**src/design/code_decoder_pkg.sv**
```systemverilog
package code_decoder_pkg;

  // Message classes
  typedef enum logic [7:0] {
    CLS_NONE = 8'h00,
    CLS_APPL = 8'h01,
    CLS_FOREIGN = 8'h02,
    CLS_DIAG = 8'h04,
    CLS_MGMT = 8'h08,
    CLS_ROUTER = 8'h10,
    CLS_SERVICE = 8'h20,
    CLS_NETVAR = 8'h40,
    CLS_RESERVED = 8'h80
  } msg_class_t;

  // Delivery services
  typedef enum logic [1:0] {
    SVC_ACKD = 2'h0,
    SVC_UNACKD_RPT = 2'h1,
    SVC_UNACKD = 2'h2,
    SVC_REQUEST = 2'h3
  } service_t;

  // Code range limits
  localparam logic [7:0] APPL_LAST = 8'h3e;
  localparam logic [7:0] FOREIGN_FIRST = 8'h40;
  localparam logic [7:0] FOREIGN_LAST = 8'h4e;
  localparam logic [7:0] DIAG_FIRST = 8'h50;
  localparam logic [7:0] DIAG_LAST = 8'h5f;
  localparam logic [7:0] MGMT_FIRST = 8'h60;
  localparam logic [7:0] MGMT_LAST = 8'h73;
  localparam logic [7:0] ROUTER_FIRST = 8'h74;
  localparam logic [7:0] ROUTER_LAST = 8'h7e;
  localparam logic [7:0] SERVICE_PIN = 8'h7f;
  localparam logic [7:0] NETVAR_FIRST = 8'h80;

  // Defined command spans
  localparam logic [7:0] DIAG_CMD_FIRST = 8'h51;
  localparam logic [7:0] DIAG_CMD_LAST = 8'h54;
  localparam logic [7:0] MGMT_CMD_FIRST = 8'h61;

  // Off-line answers
  localparam logic [7:0] APPL_OFFLINE_RESP = 8'h3f;
  localparam logic [7:0] FOREIGN_OFFLINE_RESP = 8'h4f;

  // Response offsets
  localparam logic [7:0] MGMT_OK_DELTA = 8'h40;
  localparam logic [7:0] MGMT_FAIL_DELTA = 8'h60;
  localparam logic [7:0] DIAG_OK_DELTA = 8'h20;
  localparam logic [7:0] DIAG_FAIL_DELTA = 8'h40;
  localparam logic [7:0] ROUTER_OK_DELTA = 8'h40;
  localparam logic [7:0] ROUTER_FAIL_DELTA = 8'h60;

  // Individual commands
  localparam logic [7:0] CMD_QUERY_STATUS = 8'h51;
  localparam logic [7:0] CMD_PROXY = 8'h52;
  localparam logic [7:0] CMD_CLEAR_STATUS = 8'h53;
  localparam logic [7:0] CMD_QUERY_ID = 8'h61;
  localparam logic [7:0] CMD_RESPOND_QUERY = 8'h62;
  localparam logic [7:0] CMD_UPDATE_DOMAIN = 8'h63;
  localparam logic [7:0] CMD_LEAVE_DOMAIN = 8'h64;
  localparam logic [7:0] CMD_UPDATE_KEY = 8'h65;
  localparam logic [7:0] CMD_UPDATE_ADDR = 8'h66;
  localparam logic [7:0] CMD_UPDATE_GROUP = 8'h69;
  localparam logic [7:0] CMD_UPDATE_NV_CFG = 8'h6b;
  localparam logic [7:0] CMD_SET_MODE = 8'h6c;
  localparam logic [7:0] CMD_WRITE_MEM = 8'h6e;
  localparam logic [7:0] CMD_CHECKSUM = 8'h6f;
  localparam logic [7:0] CMD_WINK = 8'h70;
  localparam logic [7:0] CMD_MEM_REFRESH = 8'h71;

  // Set-mode sub-codes that get no response at all
  localparam logic [7:0] MODE_OFFLINE = 8'h00;
  localparam logic [7:0] MODE_ONLINE = 8'h01;

  // Extended receive timer
  localparam int CLOCK_HZ = 50_000_000;
  localparam int EXT_RX_TIMER_S = 8;
  localparam logic [31:0] EXT_RX_TIMER_CYCLES =
    32'(EXT_RX_TIMER_S * CLOCK_HZ);

endpackage

```
**src/design/code_classifier.sv**
```systemverilog
`timescale 1ns/10ps
module code_classifier
  import code_decoder_pkg::*;
(
  input wire logic [7:0] code,
  output msg_class_t msg_class,
  output logic defined_cmd
);

  always_comb
  begin
    msg_class = CLS_RESERVED;
    defined_cmd = 1'b0;
    if (code >= NETVAR_FIRST)
    begin
      msg_class = CLS_NETVAR;
    end
    else if (code == SERVICE_PIN)
    begin
      msg_class = CLS_SERVICE;
    end
    else if (code >= ROUTER_FIRST)
    begin
      msg_class = CLS_ROUTER;
    end
    else if (code >= MGMT_FIRST)
    begin
      msg_class = CLS_MGMT;
      defined_cmd = (code >= MGMT_CMD_FIRST);
    end
    else if (code >= DIAG_FIRST)
    begin
      msg_class = CLS_DIAG;
      defined_cmd = (code >= DIAG_CMD_FIRST) && (code <= DIAG_CMD_LAST);
    end
    else if (code >= FOREIGN_FIRST && code <= FOREIGN_LAST)
    begin
      msg_class = CLS_FOREIGN;
    end
    else if (code <= APPL_LAST)
    begin
      msg_class = CLS_APPL;
    end
  end

endmodule

```
**src/design/net_mgmt_code_decoder.sv**
```systemverilog
// Functional notes
// - Classify message code into seven code ranges
// - Off-line answers application 0x3F, foreign 0x4F
// - Response codes stay within per-class ranges
// - Management and diagnostic response offsets
// - Wink and set-mode on/off-line: no response
// - No-data management commands accept any service
// - Authenticate if bit set, except exempt commands
// - Unconfigured node ignores authentication bit
// - Unprocessable command returns failed response
// - Application node fails every router request
// - Identifier-addressed management extends rx timer 8s
// - Network variable codes bypass explicit path
// - Auth bit rejects unauthenticated configuration
`timescale 1ns/10ps
module net_mgmt_code_decoder
  import code_decoder_pkg::*;
#(
  parameter logic [31:0] EXT_RX_CYCLES = EXT_RX_TIMER_CYCLES
)
(
  input wire logic clock,
  input wire logic rst_n,
  input wire logic msg_valid,
  input wire logic [7:0] msg_code,
  input wire logic [7:0] msg_first_data,
  input wire logic [1:0] msg_service,
  input wire logic msg_authenticated,
  input wire logic msg_id_addressed,
  input wire logic node_offline,
  input wire logic node_configured,
  input wire logic node_is_router,
  input wire logic mgmt_auth_required,
  input wire logic cmd_failed,
  output logic dec_valid,
  output msg_class_t dec_class,
  output logic dec_explicit,
  output logic dec_execute,
  output logic dec_rejected,
  output logic resp_valid,
  output logic [7:0] resp_code,
  output logic rx_timer_extended
);

  msg_class_t cls;
  logic defined_cmd;
  logic needs_auth;
  logic exempt;
  logic no_resp_data;
  logic silent;
  logic service_ok;
  logic fail;
  logic give_resp;
  logic [7:0] resp_next;
  logic [31:0] timer_reg;
  logic [31:0] timer_next;

  code_classifier u_classifier
  (
    .code(msg_code),
    .msg_class(cls),
    .defined_cmd(defined_cmd)
  );

  // Commands with no response data
  always_comb
  begin
    case (msg_code)
      CMD_RESPOND_QUERY, CMD_UPDATE_DOMAIN, CMD_LEAVE_DOMAIN,
      CMD_UPDATE_KEY, CMD_UPDATE_ADDR, CMD_UPDATE_GROUP,
      CMD_UPDATE_NV_CFG, CMD_SET_MODE, CMD_WRITE_MEM,
      CMD_CHECKSUM, CMD_MEM_REFRESH, CMD_CLEAR_STATUS, CMD_WINK:
        no_resp_data = 1'b1;
      default:
        no_resp_data = 1'b0;
    endcase
  end

  // Authentication
  always_comb
  begin
    exempt = (msg_code == CMD_QUERY_ID) ||
             (msg_code == CMD_RESPOND_QUERY) ||
             (msg_code == CMD_QUERY_STATUS) ||
             (msg_code == CMD_PROXY);
    needs_auth = mgmt_auth_required && node_configured && !exempt &&
                 (cls == CLS_MGMT || cls == CLS_DIAG);
  end

  // Service and response selection
  always_comb
  begin
    silent = (msg_code == CMD_WINK) ||
             ((msg_code == CMD_SET_MODE) &&
              (msg_first_data == MODE_OFFLINE ||
               msg_first_data == MODE_ONLINE));
    service_ok = (msg_service == SVC_REQUEST) || no_resp_data;
    fail = cmd_failed || !service_ok ||
           ((cls == CLS_MGMT || cls == CLS_DIAG) && !defined_cmd);
    give_resp = msg_service == SVC_REQUEST;
    resp_next = 8'h00;
    case (cls)
      CLS_MGMT:
      begin
        resp_next = fail ? msg_code - MGMT_FAIL_DELTA
                         : msg_code - MGMT_OK_DELTA;
        give_resp = give_resp && !silent;
      end
      CLS_DIAG:
        resp_next = fail ? msg_code - DIAG_FAIL_DELTA
                         : msg_code - DIAG_OK_DELTA;
      CLS_ROUTER:
        resp_next = (node_is_router && !cmd_failed)
                    ? msg_code - ROUTER_OK_DELTA
                    : msg_code - ROUTER_FAIL_DELTA;
      CLS_APPL:
      begin
        resp_next = APPL_OFFLINE_RESP;
        give_resp = give_resp && node_offline;
      end
      CLS_FOREIGN:
      begin
        resp_next = FOREIGN_OFFLINE_RESP;
        give_resp = give_resp && node_offline;
      end
      default:
        give_resp = 1'b0;
    endcase
    if ((cls == CLS_MGMT || cls == CLS_DIAG) && needs_auth &&
        !msg_authenticated)
    begin
      give_resp = 1'b0;
    end
  end

  // Decode outputs
  always_ff @(posedge clock or negedge rst_n)
  begin
    if (!rst_n)
    begin
      dec_valid <= 1'b0;
      dec_class <= CLS_NONE;
      dec_explicit <= 1'b0;
      dec_execute <= 1'b0;
      dec_rejected <= 1'b0;
    end
    else
    begin
      dec_valid <= msg_valid;
      dec_class <= msg_valid ? cls : CLS_NONE;
      dec_explicit <= msg_valid && (cls == CLS_APPL ||
                      cls == CLS_FOREIGN);
      dec_rejected <= msg_valid && needs_auth &&
                      !msg_authenticated;
      dec_execute <= msg_valid && (cls == CLS_MGMT || cls == CLS_DIAG ||
                     cls == CLS_ROUTER) &&
                     !(needs_auth && !msg_authenticated) && !fail &&
                     (cls != CLS_ROUTER || node_is_router);
    end
  end

  // Response outputs
  always_ff @(posedge clock or negedge rst_n)
  begin
    if (!rst_n)
    begin
      resp_valid <= 1'b0;
      resp_code <= 8'h00;
    end
    else
    begin
      resp_valid <= msg_valid && give_resp;
      if (msg_valid && give_resp)
      begin
        resp_code <= resp_next;
      end
    end
  end

  // Extended receive transaction timer
  always_comb
  begin
    timer_next = timer_reg;
    if (msg_valid && msg_id_addressed &&
        (cls == CLS_MGMT || cls == CLS_DIAG))
    begin
      timer_next = EXT_RX_CYCLES;
    end
    else if (timer_reg != 32'h0)
    begin
      timer_next = timer_reg - 32'h1;
    end
  end

  always_ff @(posedge clock or negedge rst_n)
  begin
    if (!rst_n)
    begin
      timer_reg <= 32'h0;
      rx_timer_extended <= 1'b0;
    end
    else
    begin
      timer_reg <= timer_next;
      rx_timer_extended <= (timer_next != 32'h0);
    end
  end

endmodule

```
**config.mk**
```make
export PLATFORM = sky130hd
export DESIGN_NAME = net_mgmt_code_decoder
export DESIGN_NICKNAME = d
export VERILOG_FILES = /design/src/design/code_decoder_pkg.sv /design/src/design/code_classifier.sv /design/src/design/net_mgmt_code_decoder.sv
export SDC_FILE = /design/constraint.sdc
export NUM_CORES = 1
export LEC_CHECK = 0
export BUFFER_PORTS_ARGS = -buffer_cell sky130_fd_sc_hd__buf_2
export CAP_MARGIN = 20
export CELL_PAD_IN_SITES_DETAIL_PLACEMENT = 1
export CELL_PAD_IN_SITES_GLOBAL_PLACEMENT = 2
export CORE_ASPECT_RATIO = 0.75
export CORE_MARGIN = 1.5
export CORE_UTILIZATION = 33
export CTS_BUF_LIST = sky130_fd_sc_hd__clkbuf_8
export DETAILED_ROUTE_END_ITERATION = 7
export GPL_ROUTABILITY_DRIVEN = 0
export PLACE_DENSITY_LB_ADDON = 0.3
export SYNTH_ARGS = -nofsm -noshare
export SYNTH_HDL_FRONTEND = slang
export SYNTH_HIERARCHICAL = 1
export SYNTH_SLANG_ARGS = --single-unit
```
**constraint.sdc**
```tcl
create_clock -name clock -period 2.7 [get_ports clock]
set_input_delay 0.54 -clock clock [delete_from_list [all_inputs] [get_ports clock]]
set_output_delay 0.54 -clock clock [all_outputs]
set_load 0.01 [all_outputs]
```
==> flow_metrics.tcl <==
set metrics [dict create \
    yosysSeqAreaShare_pct 40.10 \
    largest_register_ffs 32 \
    placed_cells 655 \
    drt_wl_total_um 12510 \
    grt_use_total_pct 23.54 \
    syn_area_um2 3369 \
    fmax_mhz 343.1 \
    vias 3563 \
    rsz0062_at_grt "yes" \
    final_cells 675 \
    syn_to_final_growth_pct 50.43 \
    vdd_drop_max_mv 0.4386 \
    postSynthCellCount 367 \
    drive_gt1_share_pct 46.22 \
    root_buffer "clkbuf_8" \
    drc_errors 0 \
    status "complete, but fails checks" \
    min_period_ps 2914 \
    grt_max_degree 55 \
    fin_crit_sh_pct 107.9 \
    wl_per_cell_um 18.53 \
    synth_top_flop_cell "dfrtp_1" \
    ys_async_sr_fraction_pct 100.0 \
    fin_worst_skew_ps 20.53 \
    start_util_pct 34.47 \
    clk_pin_slew_ps 120 \
    cts_tree "yes" \
    critical_path.max_fanout 8 \
    dieHeight_um 90.51 \
    relSlewSlack_pct 52.02 \
    mostFrequentLayoutCells "buf_4 (125), dfrtp_1 (53), buf_2 (45)" \
    drt_iter0_drc 232 \
    met1_usage_pct 37.03 \
    core_area_um2 9774 \
    final_nets 575 \
    violations "negative setup slack" \
    diodes 0 \
    yosysWarnings 6 \
    worst_r2r_path_depth 10 \
    htree_levels 2 \
    start_kind "primary input" \
    crit_type "in -> reg" \
    ant_nets 0 \
    hpwlAfterDp_um 9449 \
    dr.pass1.iters 4 \
    avgSynthCellArea_um2 9.181 \
    setup_viol 10 \
    mostFrequentLayoutCell "buf_4" \
    cts_made_buffers 5 \
    core.rowCount 31 \
    dieWidth_um 119.7 \
    synth_edf_count 0 \
    whs_ps 338.4 \
    ys_seq_elements 54 \
    arrival_ps 3160 \
    grt-busiest-layer "met1" \
    maxCapViolations 0 \
    cellLeakagePower_nw 2.168 \
    ys_types 62 \
    clock_latency_ps 330 \
    worstPathRequired_ps 2940 \
    io_buffers 48 \
    clkSinkCount 54 \
    grt_overflow 0 \
    hp-class "in -> async" \
    ctsLongestPathBuffers 2 \
    vias_per_cell 5.279 \
    worst_pin_slew_ps 719.7 \
    grt_pass1_vias 3792 \
    syn-num-nets 400 \
    drv_slew 0 \
    io_pins 50 \
    setup_ws_ps -214.5 \
    met3_usage_pct 4.545 \
    dieArea_um2 10830 \
    use_met2_pct 33.62 \
    antenna_found_initial 0 \
    cp-end-kind "register" \
    grt_first_pass_wirelength_um 20090 \
    hold_violations 0 \
    powerDensity_nw_per_um2 590.1 \
]
[synth_stat cells (all sizes together) (3+ instances only)]
library cell	number	area share [%]
o31ai	3	0.67
and2	11	2.1
a211oi	4	1.0
xor2	14	3.6
nor4	14	3.4
inv	9	1.0
xnor2	18	4.7
o21ai	10	1.8
a31oi	4	0.93
or4	6	1.4
nand3	14	2.2
nand4	8	2.1
dfrtp	54	40
or3	9	1.7
nand2	29	3.2
nor3	29	5.5
mux2i	3	0.89
clkbuf	6	0.67
mux2	3	1.0
and3	6	1.2
nand3b	3	0.78
nor2	51	5.9
nor2b	3	0.56
nand2b	3	0.56
a21oi	13	1.9
and4	4	1.0
ha	5	1.9
nor3b	6	1.8
o31a	3	0.78
[what timing repair did]
action	in CTS	in global routing
pin swaps	7	13
hold buffers	0	0
gates cloned	1	0
resized for setup	32	18
buffers inserted	6	5
endpoints found under the setup margin	10	10
[critical path, stage by stage]
cell      delay (ps)
clkbuf_4         150
nor2b_4          140
nand2_1           90
nor2_1            70
or3_4            390
or4_4            530
buf_12           160
nor3b_4          210
o41ai_2          110
a211oi_2         270
buf_4            190
buf_12           140
nor2_1            50
a31oi_1          120
[path summary, 6_finish.rpt]
path,startpoint,end,slack [ps]
setup / recovery,msg_code[6],resp_code[7],-210
min in group clock,msg_valid,dec_valid,450
hold reg to reg,resp_code[2],resp_code[2],550
max in group asynchronous,rst_n,timer_reg[22],1850
setup reg to reg,timer_reg[0],rx_timer_extended,-100
hold / removal,rst_n,timer_reg[25],340
[cell families after synthesis]
kind of cell    count (synthesis)  synth area share [%]
flops                          54                 40.10
mux                             6                 1.894
buf+inv                        17                 2.042
compound gates                 51                 10.84
xor+xnor                       32                 8.318
fa+ha+maj                       5                 1.857
simple gates                  202                 34.94
[cell type report]
| type | instances | area (um2) |
|---|---|---|
| multi-input cells | 296 | 2170 |
| repair buffers | 176 | 1249 |
| fillers | 1178 | 4706 |
| flip-flops and latches | 54 | 1353 |
| clock buffers | 6 | 82.58 |
| inverters | 9 | 33.78 |
| clock inverters | 2 | 16.27 |
| well taps | 132 | 165.2 |
[report_power, final]
| part | leakage (nW) | total, mW | switching [mW] | internal, mW |
|---|---|---|---|---|
| Sequential | 0.626 | 1.14 | 0.156 | 0.982 |
| Clock | 0.0478 | 0.510 | 0.297 | 0.212 |
| Combinational | 1.49 | 1.34 | 0.678 | 0.665 |
[per-stage QoR]
step / setup slack, ps / TNS [ps] / instance area [um2] / total power [mW] / utilization [%]
final: -214.5 / -1764 / 5069 / 2.991 / 51.86
after global routing: -334.8 / -2329 / 5069 / 3.175 / 51.86
after CTS: -136.1 / -972.1 / 4938 / 2.948 / 50.52
after detailed placement: -574.5 / -6969 / 4658 / 2.374 / 47.66
after global placement: -505.8 / -4363 / 4658 / 2.322 / 47.66
after floorplan: -286.5 / -2059 / 3405 / 1.697 / -
[routing by layer]
layer | wire [um] | share of wire (%)
met2 | 5308 | 42
met4 | 59 | 0.47
met3 | 852 | 6.8
met5 | 0 | 0
met1 | 6285 | 50
Note: power is estimated with default switching activity, not from simulation.
